### src/pkg/drl_cfg.svh
// constants of the divide-ratio serial load link: widths, frame lengths, offsets and timing
`ifndef DRL_CFG_SVH
`define DRL_CFG_SVH

// ratio field widths
`define DRL_REF_W 14
`define DRL_SWALLOW_W 6
`define DRL_MAIN_W 12
`define DRL_SR_W 18
`define DRL_RATIO_MIN 5

// frame lengths including the control bit
`define DRL_MAIN_FRAME_LEN 19
`define DRL_REF_FRAME_LEN 15

// control bit values
`define DRL_CTRL_REF 1'b1
`define DRL_CTRL_MAIN 1'b0

// main divider word layout in the shift register
`define DRL_SW_LSB 0
`define DRL_MAIN_LSB 6

// controller register word offsets (avalon word address)
`define DRL_REG_REF 2'h0
`define DRL_REG_MAIN 2'h1
`define DRL_REG_STATUS 2'h2

// status register bit positions
`define DRL_ST_BUSY 0
`define DRL_ST_REF_DONE 1
`define DRL_ST_MAIN_DONE 2
`define DRL_ST_ERR 3
`define DRL_ST_READY 4

// timing: every link figure is a 1 us minimum
`define DRL_CLK_PERIOD_NS 5
`define DRL_T_MIN_NS 1000
`define DRL_T_CYC ((`DRL_T_MIN_NS + `DRL_CLK_PERIOD_NS - 1) / `DRL_CLK_PERIOD_NS)
`define DRL_CNT_W 8

`endif

### src/pkg/drl_pkg.sv
// types shared by both ends of the divide-ratio serial load link
package drl_pkg;
  `include "drl_cfg.svh"

  typedef logic [`DRL_REF_W-1:0] drl_ref_t;
  typedef logic [`DRL_SWALLOW_W-1:0] drl_swallow_t;
  typedef logic [`DRL_MAIN_W-1:0] drl_main_t;
  typedef logic [`DRL_MAIN_FRAME_LEN-1:0] drl_frame_t;

  // controller sequencer states
  typedef enum logic [2:0] {
    DRL_IDLE,
    DRL_SETUP,
    DRL_HIGH,
    DRL_STB_WAIT,
    DRL_STROBE,
    DRL_GAP
  } drl_host_st_e;
endpackage

### src/pkg/drl_if.sv
// three-wire serial load link between controller and synthesizer
`timescale 1ns/1ps
interface drl_if;
  logic ser_data;
  logic ser_clk;
  logic latch_strobe;

  modport host (
    output ser_data,
    output ser_clk,
    output latch_strobe
  );

  modport dev (
    input ser_data,
    input ser_clk,
    input latch_strobe
  );
endinterface

### src/verilog/drl_host.sv
// controller end: avalon register slave that drives frames onto the serial load link
`timescale 1ns/1ps
module drl_host
  import drl_pkg::*;
(
  // clock and control
  input wire logic clk,
  input wire logic reset_n,
  input wire logic clk_en,
  // avalon-mm slave
  input wire logic [1:0] avs_address,
  input wire logic avs_read,
  input wire logic avs_write,
  input wire logic [31:0] avs_writedata,
  output logic [31:0] avs_readdata,
  output logic avs_waitrequest,
  // serial link
  drl_if.host link
);

  localparam logic [`DRL_CNT_W-1:0] T_LAST = `DRL_CNT_W'(`DRL_T_CYC - 1);

  // main word is legal when count >= 5 and swallow < count
  function automatic logic main_ok(input drl_main_t n, input drl_swallow_t a);
    main_ok = (n >= `DRL_MAIN_W'(`DRL_RATIO_MIN)) && (`DRL_MAIN_W'(a) < n);
  endfunction

  // reference word is legal when ratio >= 5
  function automatic logic ref_ok(input drl_ref_t r);
    ref_ok = (r >= `DRL_REF_W'(`DRL_RATIO_MIN));
  endfunction

  drl_host_st_e st_q, st_d;
  logic [`DRL_CNT_W-1:0] cnt_q, cnt_d;
  drl_frame_t tx_q, tx_d;
  logic [4:0] bits_q, bits_d;
  logic tgt_q, tgt_d;
  logic sclk_q, sclk_d;
  logic stb_q, stb_d;
  drl_ref_t ref_q, ref_d;
  drl_swallow_t sw_q, sw_d;
  drl_main_t main_q, main_d;
  logic ref_done_q, ref_done_d;
  logic main_done_q, main_done_d;
  logic err_q, err_d;
  logic rd_ack_q, rd_ack_d;
  logic [31:0] rdata_q, rdata_d;
  logic wr_ref, wr_main, wr_frame, busy, cnt_end;
  drl_ref_t wr_r;
  drl_swallow_t wr_a;
  drl_main_t wr_n;

  // bus decode
  always_comb begin
    wr_ref = 1'b0;
    wr_main = 1'b0;
    if (avs_address == `DRL_REG_REF) begin
      wr_ref = avs_write;
    end else if (avs_address == `DRL_REG_MAIN) begin
      wr_main = avs_write;
    end
  end

  assign wr_frame = wr_ref | wr_main;
  assign busy = (st_q != DRL_IDLE);
  assign cnt_end = (cnt_q == T_LAST);
  assign wr_r = avs_writedata[`DRL_REF_W-1:0];
  assign wr_a = avs_writedata[`DRL_SW_LSB +: `DRL_SWALLOW_W];
  assign wr_n = avs_writedata[`DRL_MAIN_LSB +: `DRL_MAIN_W];

  // frame writes stall until the gap after the previous strobe is over
  assign avs_waitrequest = ~clk_en | (wr_frame & busy) | (avs_read & ~rd_ack_q);

  // frame sequencer
  always_comb begin
    st_d = st_q;
    cnt_d = cnt_q;
    tx_d = tx_q;
    bits_d = bits_q;
    tgt_d = tgt_q;
    sclk_d = sclk_q;
    stb_d = stb_q;
    ref_d = ref_q;
    sw_d = sw_q;
    main_d = main_q;
    ref_done_d = ref_done_q;
    main_done_d = main_done_q;
    err_d = err_q;
    case (st_q)
      DRL_IDLE: begin
        cnt_d = '0;
        if (wr_ref) begin
          if (ref_ok(wr_r)) begin
            ref_d = wr_r;
            // reference frame ends with a one
            tx_d = {wr_r, `DRL_CTRL_REF, 4'h0};
            bits_d = 5'(`DRL_REF_FRAME_LEN);
            tgt_d = `DRL_CTRL_REF;
            err_d = 1'b0;
            st_d = DRL_SETUP;
          end else begin
            err_d = 1'b1;
          end
        end else if (wr_main) begin
          // refuse main below five or swallow too big
          if (main_ok(wr_n, wr_a)) begin
            sw_d = wr_a;
            main_d = wr_n;
            // main count first, then swallow, then zero
            tx_d = {wr_n, wr_a, `DRL_CTRL_MAIN};
            bits_d = 5'(`DRL_MAIN_FRAME_LEN);
            tgt_d = `DRL_CTRL_MAIN;
            err_d = 1'b0;
            st_d = DRL_SETUP;
          end else begin
            err_d = 1'b1;
          end
        end
      end
      DRL_SETUP: begin
        // data stands low-clock for the setup time
        cnt_d = cnt_q + 1'b1;
        if (cnt_end) begin
          cnt_d = '0;
          // device samples on this rising edge
          sclk_d = 1'b1;
          st_d = DRL_HIGH;
        end
      end
      DRL_HIGH: begin
        // high phase covers pulse width and hold
        cnt_d = cnt_q + 1'b1;
        if (cnt_end) begin
          cnt_d = '0;
          sclk_d = 1'b0;
          tx_d = {tx_q[`DRL_MAIN_FRAME_LEN-2:0], 1'b0};
          bits_d = bits_q - 1'b1;
          if (bits_q == 5'h01) begin
            st_d = DRL_STB_WAIT;
          end else begin
            st_d = DRL_SETUP;
          end
        end
      end
      DRL_STB_WAIT: begin
        // strobe rises well after the last edge
        cnt_d = cnt_q + 1'b1;
        if (cnt_end) begin
          cnt_d = '0;
          stb_d = 1'b1;
          st_d = DRL_STROBE;
        end
      end
      DRL_STROBE: begin
        // strobe held high for the minimum width
        cnt_d = cnt_q + 1'b1;
        if (cnt_end) begin
          cnt_d = '0;
          stb_d = 1'b0;
          // record which divider is now defined
          if (tgt_q == `DRL_CTRL_REF) begin
            ref_done_d = 1'b1;
          end else begin
            main_done_d = 1'b1;
          end
          st_d = DRL_GAP;
        end
      end
      DRL_GAP: begin
        // quiet gap before the next frame starts
        cnt_d = cnt_q + 1'b1;
        if (cnt_end) begin
          cnt_d = '0;
          st_d = DRL_IDLE;
        end
      end
      default: begin
        st_d = DRL_IDLE;
      end
    endcase
  end

  // read path: one wait cycle, then registered data
  always_comb begin
    rd_ack_d = avs_read & ~rd_ack_q;
    rdata_d = rdata_q;
    if (avs_read & ~rd_ack_q) begin
      rdata_d = 32'h00000000;
      if (avs_address == `DRL_REG_REF) begin
        rdata_d[`DRL_REF_W-1:0] = ref_q;
      end else if (avs_address == `DRL_REG_MAIN) begin
        rdata_d[`DRL_SW_LSB +: `DRL_SWALLOW_W] = sw_q;
        rdata_d[`DRL_MAIN_LSB +: `DRL_MAIN_W] = main_q;
      end else if (avs_address == `DRL_REG_STATUS) begin
        rdata_d[`DRL_ST_BUSY] = busy;
        rdata_d[`DRL_ST_REF_DONE] = ref_done_q;
        rdata_d[`DRL_ST_MAIN_DONE] = main_done_q;
        rdata_d[`DRL_ST_ERR] = err_q;
        // ready only once both dividers were loaded
        rdata_d[`DRL_ST_READY] = ref_done_q & main_done_q;
      end
    end
  end

  // register all state, frozen while clk_en is low
  always_ff @(posedge clk) begin
    if (!reset_n) begin
      st_q <= DRL_IDLE;
      cnt_q <= 8'h00;
      tx_q <= 19'h00000;
      bits_q <= 5'h00;
      tgt_q <= 1'b0;
      sclk_q <= 1'b0;
      stb_q <= 1'b0;
      ref_q <= 14'h0000;
      sw_q <= 6'h00;
      main_q <= 12'h000;
      ref_done_q <= 1'b0;
      main_done_q <= 1'b0;
      err_q <= 1'b0;
      rd_ack_q <= 1'b0;
      rdata_q <= 32'h00000000;
    end else if (clk_en) begin
      st_q <= st_d;
      cnt_q <= cnt_d;
      tx_q <= tx_d;
      bits_q <= bits_d;
      tgt_q <= tgt_d;
      sclk_q <= sclk_d;
      stb_q <= stb_d;
      ref_q <= ref_d;
      sw_q <= sw_d;
      main_q <= main_d;
      ref_done_q <= ref_done_d;
      main_done_q <= main_done_d;
      err_q <= err_d;
      rd_ack_q <= rd_ack_d;
      rdata_q <= rdata_d;
    end
  end

  // link pins and bus data, all from flops
  assign link.ser_data = tx_q[`DRL_MAIN_FRAME_LEN-1];
  assign link.ser_clk = sclk_q;
  assign link.latch_strobe = stb_q;
  assign avs_readdata = rdata_q;

endmodule

### src/flat_wrapper.sv
// flat-port wrapper written by rule: the top's interface ports become plain ports
module drl_host_flat import drl_pkg::*;
  (clk, reset_n, clk_en, avs_address, avs_read, avs_write, avs_writedata, avs_readdata, avs_waitrequest, link_ser_data, link_ser_clk, link_latch_strobe);
  drl_if link_i ();
  input wire logic clk;
  input wire logic reset_n;
  input wire logic clk_en;
  input wire logic [1:0] avs_address;
  input wire logic avs_read;
  input wire logic avs_write;
  input wire logic [31:0] avs_writedata;
  output logic [31:0] avs_readdata;
  output logic avs_waitrequest;
  output wire logic [$bits(link_i.ser_data)-1:0] link_ser_data;
  output wire logic [$bits(link_i.ser_clk)-1:0] link_ser_clk;
  output wire logic [$bits(link_i.latch_strobe)-1:0] link_latch_strobe;
  assign link_ser_data = link_i.ser_data;
  assign link_ser_clk = link_i.ser_clk;
  assign link_latch_strobe = link_i.latch_strobe;
  drl_host u_core (.clk(clk), .reset_n(reset_n), .clk_en(clk_en), .avs_address(avs_address), .avs_read(avs_read), .avs_write(avs_write), .avs_writedata(avs_writedata), .avs_readdata(avs_readdata), .avs_waitrequest(avs_waitrequest), .link(link_i));
endmodule
### config.mk
export PLATFORM = sky130hd
export DESIGN_NAME = drl_host_flat
export DESIGN_NICKNAME = d
export VERILOG_FILES = /design/src/pkg/drl_pkg.sv /design/src/pkg/drl_if.sv /design/src/verilog/drl_host.sv /design/src/flat_wrapper.sv
export VERILOG_INCLUDE_DIRS = /design/src /design/src/pkg
export SDC_FILE = /design/constraint.sdc
export NUM_CORES = 1
export LEC_CHECK = 0
export ABC_CLOCK_PERIOD_IN_PS = 2600
export BUFFER_PORTS_ARGS = -buffer_cell sky130_fd_sc_hd__clkbuf_2
export CORE_MARGIN = 3
export CORE_UTILIZATION = 50
export CTS_BUF_LIST = sky130_fd_sc_hd__clkbuf_8
export DETAILED_ROUTE_END_ITERATION = 10
export GPL_ROUTABILITY_DRIVEN = 0
export PLACE_DENSITY_LB_ADDON = 0.25
export SYNTH_ARGS = -nofsm -noshare
export SYNTH_HDL_FRONTEND = slang
export SYNTH_SLANG_ARGS = --single-unit
### constraint.sdc
create_clock -name clk -period 2.6 [get_ports clk]
set_clock_uncertainty 0.05 [all_clocks]
set_input_delay 0.52 -clock clk [delete_from_list [all_inputs] [get_ports clk]]
set_output_delay 0.52 -clock clk [all_outputs]
set_load 0.02 [all_outputs]
# Word level (Yosys, flattened, before mapping)
# Cells that the tools add are included.
word_totals:
  register_bits: 92
  output_inout_bits: 36
op_classes:
  n_addsub: 2
  order_cmp: 3
  n_eq_ne: 18
  mux: 45
  n_bitwise: 10
  n_reduce_logical: 23
op_table:
  columns: ["op", "count"]
  rows:
  - ["19-bit two-way mux", 5]
  - ["19-bit one-hot mux with 2 select lines", 1]
  - ["5-bit two-way mux", 7]
  - ["3-bit two-way mux", 9]
  - ["4-bit AND reduction", 5]
  - ["3-bit one-hot mux with 6 select lines", 1]
  - ["8-bit one-hot mux with 2 select lines", 1]
  - ["14-bit by 3-bit >= comparator with 1-bit output (second input constant)", 1]
  - ["14-bit two-way mux", 1]
  - ["1-bit two-way mux", 13]
  - ["13-bit two-way mux", 1]
  - ["12-bit by 3-bit >= comparator with 1-bit output (second input constant)", 1]
  - ["6-bit by 12-bit < comparator with 1-bit output", 1]
  - ["2-bit nonzero test", 6]
  - ["2-bit by 1-bit inequality test with 1-bit output (second input constant)", 5]
  - ["5-bit one-hot mux with 2 select lines", 1]
  - ["5-bit AND reduction", 2]
  - ["9-bit AND reduction", 1]
  - ["8-bit by 1-bit adder with 8-bit output (second input constant)", 1]
  - ["8-bit equality test (second input constant)", 1]
  - ["8-bit two-way mux", 1]
  - ["3-bit by 2-bit equality test with 1-bit output (second input constant)", 2]
  - ["3-bit equality test (second input constant)", 2]
  - ["3-bit by 1-bit inequality test with 1-bit output (second input constant)", 2]
  - ["21 further kinds", 30]

# Longest topological paths before layout
depth:
  ltp_word: 7
  mapped_depth: 10

# Worst setup path before layout
# Ideal clock, no wire load.
synth_timing:
  path_type: "input to register"
  from: "in avs_writedata[11]"
  to: "reg u_core.bits_q[1]"
  t_arrival_ns: 2.103
  setup_slack_ns: 0.328
  path_stages: 7
  n_path_buf: 0
  cell_sequence: "inv_1 > ha_1 > o211ai_1 > o31a_4 > nor4_4 > nor2_2 > o221a_2"
synth_via:
  elab_chain_cells: 4
synth_rtl:
  columns: ["item", "line_no", "rtl"]
  rows:
  - ["start, declared", "flat_wrapper.sv:11", "input wire logic [31:0] avs_writedata;"]
  - ["12-bit by 3-bit >= comparator with 1-bit output or 6-bit by 12-bit < comparator with 1-bit output (tied branches)", null, null]
  - ["1-bit logical AND", "drl_host.sv:25", "main_ok = (n >= `DRL_MAIN_W'(`DRL_RATIO_MIN)) && (`DRL_MAIN_W'(a) < n);"]
  - ["3-bit by 1-bit inequality test with 1-bit output (no line)", null, null]
  - ["6-bit AND reduction (no line) *", null, null]
  - ["end signal, assigned", "drl_host.sv:227", "bits_q <= bits_d;"]
  - ["end, declared", "drl_host.sv:36", "logic [4:0] bits_q, bits_d;"]
# Every way passes the cells marked *; elsewhere a longest branch is shown, timed or not.
# A chain may end at the register's enable or synchronous reset.

# Worst setup path after layout
layout_timing:
  from: "reg u_core.st_q[0]"
  to: "reg u_core.tx_q[6]"
layout_via:
  elab_chain_cells: 3
layout_rtl:
  columns: ["item", "line_no", "rtl"]
  rows:
  - ["start, declared", "drl_host.sv:33", "drl_host_st_e st_q, st_d;"]
  - ["start signal, assigned", "drl_host.sv:224", "st_q <= st_d;"]
  - ["3-bit by 2-bit equality test with 1-bit output or 3-bit logical NOT (tied branches)", "drl_host.sv:89", "case (st_q)"]
  - ["2-bit by 1-bit inequality test with 1-bit output (no line) (tied with other cells)", null, null]
  - ["6-bit AND reduction (no line)", null, null]
  - ["end signal, assigned", "drl_host.sv:226", "tx_q <= tx_d;"]
  - ["end, declared", "drl_host.sv:35", "drl_frame_t tx_q, tx_d;"]
# Several ways; a longest one is shown, not always the timed one.

==> run metrics <==
max incr delay on CP 0.48 ns; number of I/O pins 75; Vias 4368; Starting DRT DRC Count 307; Reg2Reg Launch Point u_core.st_q[0]; CTS Sinks 91; Hold Crit Class flip-flop to flip-flop; Resize count post-CTS 0; root buffer cell clkbuf_8; Leakage Power 2.166 nW; # rows 34; share of layout cells above drive strength 1 0.1646; fin crit period 2.225 ns; Antenna diodes 0; VDD IR max a little over 0.0003 V; clk slew on worst S/H paths 0.09 ns; setup TNS 0 ns; CTS tree done; worst-path cell chain nor2_1 > nand2_1 > nor4_4 > buf_4 > o21ai_0 > a21oi_1; Unique masters post-synth 65; largest cells by area after synthesis dfxtp_1 (39%), nand2_1 (7.0%), a21oi_1 (6.4%); first-pass GRT wire length 19520 µm; Multi-input gate area 0.002520 mm²; Tightest Pin Transition 0.6104 ns; DP Wirelength 8342 µm; Setup crit start kind flip-flop; DIE AREA 0.01045 mm²; Routed Antenna Nets 0; core area 0.008848 mm²; Die Height 102.2 µm; Area Growth Syn to Fin 12.70%; FMAX 449.4 MHz; CP endpoint kind flip-flop; largest net degree at the start of global routing 34; Rel. slew slack 0.5915; top cell type's share of synthesized area 0.3934; Final Hold Viols 0; Max Root-Sink Buffers 2; sequential share of the synthesized area 0.3934; Crit Path Class flip-flop to flip-flop; Starting Density 0.5233; vias in the first global route 4091; Syn Inst Count between 500 and 600; Crit path max-delay family simple AND/OR/NAND/NOR gates; total grt overflow 0; cell area power density between 500 and 600 mW/mm²; hold path start u_core.avs_readdata[14]; Post-CTS Hold Fix Bufs 0; Reg area 0.001822 mm²; Top FF cell, synth dfxtp_1; most frequent cell after synthesis dfxtp_1; unrepaired setup endpoints after global routing no; CP Buf/Inv Count 1; largest area contributor in the netlist dfxtp_1; CTS buffer count 9; Final Worst Setup Slack 0.3747 ns; Core Util, Final 0.5898; YS warnings 0; Tot GR Track Use 0.2330; vias per cell 5.855; Setup crit start u_core.st_q[0]; crit-path max FO 11; pre-CTS setup slack 0.1417 ns; Net count, final 680; Tot Pwr 2.837 mW; status finished clean; Setup violations, final 0; Worst EP required 2.84 ns; Die W 102.2 µm; CTS H-tree depth 3; Post-CTS Setup Inserts 0; FFs w/ async S/R, synth 0; R2R setup slack 0.37 ns; syn_area_per_cell 7.902 µm²; initial antenna violation count 0; crit path DAT 2.47 ns; Pre-antenna DRT Iters 5; slowest cell on the critical path nor4_4; worst-skew pair later-pin latency 0.36 ns; DRC 0; per-cell routed wire length 15.97 µm; final worst-path cycle share 0.8559; maxcap violations 0; DRT Wirelength 11910 µm; Seq cells post-synth 91; Max Slew Vio Count 0; fill cell count ~840; number of synthesized flops with an enable pin 0; IO Port Bufs 46; Mapped Area roughly 0.0046 mm²; Synth top cells by count dfxtp_1 (91), nand2_1 (86), nor2_1 (70)
==> cell families (layout without fill, tap and decap cells) <==
group                      count (synthesis)  count (layout)  share of synthesized area
AOI/OAI and AO/OA                        159             159                     0.2126
adders and majority gates                  8               8                    0.02162
muxes                                     28              28                    0.06052
other                                      1              14                  0.0008098
xor gates and xnor gates                   5               5                   0.009459
and+or+nand+nor                          226             226                     0.2278
DFF                                       91              91                     0.3934
buffers and inverters                     68             107                    0.07376
==> per-stage QoR <==
stage | std cells | hold WS, ns | area [µm²]
final | 746 | 0.4065 | 5219
after global routing | 746 | 0.4030 | 5219
after CTS | 746 | 0.3798 | 5219
after detailed placement | 730 | 0.3953 | 5017
after global placement | 730 | 0.3894 | 5017
after floorplan | 599 | 0.3818 | 4679
==> registers in the layout, indices dropped and copies added (netlist names) <==
name / count
u_core.cnt_q: 8
u_core.main_done_q: 1
u_core.ref_done_q: 1
u_core.link.latch_strobe: 1
u_core.sw_q: 6
u_core.bits_q: 5
u_core.rd_ack_q: 1
u_core.st_q: 3
u_core.tgt_q: 1
u_core.err_q: 1
u_core.avs_readdata: 18
u_core.ref_q: 14
u_core.tx_q: 18
u_core.link.ser_clk: 1
u_core.main_q: 12
==> tightest hold or removal path: cells and delay by family (launching register included) <==
kind            cells  cell delay, ns
simple gates        1            0.05
compound gates      1            0.05
flops               1            0.32
==> layer usage <==
| layer | up-vias | track usage | routed length (µm) |
|---|---|---|---|
| met5 | - | 0 | 0 |
| met4 | 0 | 0.05449 | 103 |
| met3 | 11 | 0.05461 | 967 |
| met2 | 173 | 0.3613 | 5469 |
| met1 | 2046 | 0.3302 | 5370 |
| li1 | 2138 | - | - |
==> cell usage in the layout (no fill, tap or decap), drive strengths merged, types with 2 or more instances in the layout <==
| cell type | n |
|---|---|
| nand4 | 4 |
| nand3 | 6 |
| or2 | 4 |
| o31ai | 2 |
| ha | 8 |
| buf | 31 |
| a21oi | 59 |
| nand2b | 7 |
| nor2 | 72 |
| xor2 | 2 |
| o31a | 2 |
| clkinvlp | 2 |
| nand4b | 2 |
| and3 | 2 |
| o22ai | 3 |
| xnor2 | 3 |
| o221ai | 3 |
| and4 | 2 |
| nor3 | 23 |
| a31oi | 18 |
| nand2 | 86 |
| mux2i | 28 |
| and2 | 3 |
| a211oi | 6 |
| a22oi | 3 |
| dfxtp | 91 |
| nand3b | 2 |
| or4 | 2 |
| nor2b | 2 |
| conb | 14 |
| inv | 17 |
| nor4 | 4 |
| o21ai | 31 |
| or3 | 2 |
| clkbuf | 55 |
| o211ai | 18 |
==> report_power, final <==
part,internal [mW],total [mW],switching (mW)
clock network,0.453,0.987,0.534
registers,1.43,1.46,0.0268
logic,0.140,0.391,0.252
==> cell type report <==
class | instances | area share
flip-flops and latches | 91 | 0.3491
well taps | 108 | 0.02589
inverters | 14 | 0.01007
clock buffers | 9 | 0.02374
repair buffers | 77 | 0.09350
clock inverters | 7 | 0.01486
multi-input cells | 440 | 0.4829
==> path summary, 6_finish.rpt <==
kind / end / cells after the start
setup / recovery: u_core.tx_q[6] / 6
hold / removal: u_core.avs_readdata[14] / 2
setup reg to reg: u_core.tx_q[6] / 6
hold reg to reg: u_core.avs_readdata[14] / 2
Power figures use the tool's default switching activity.
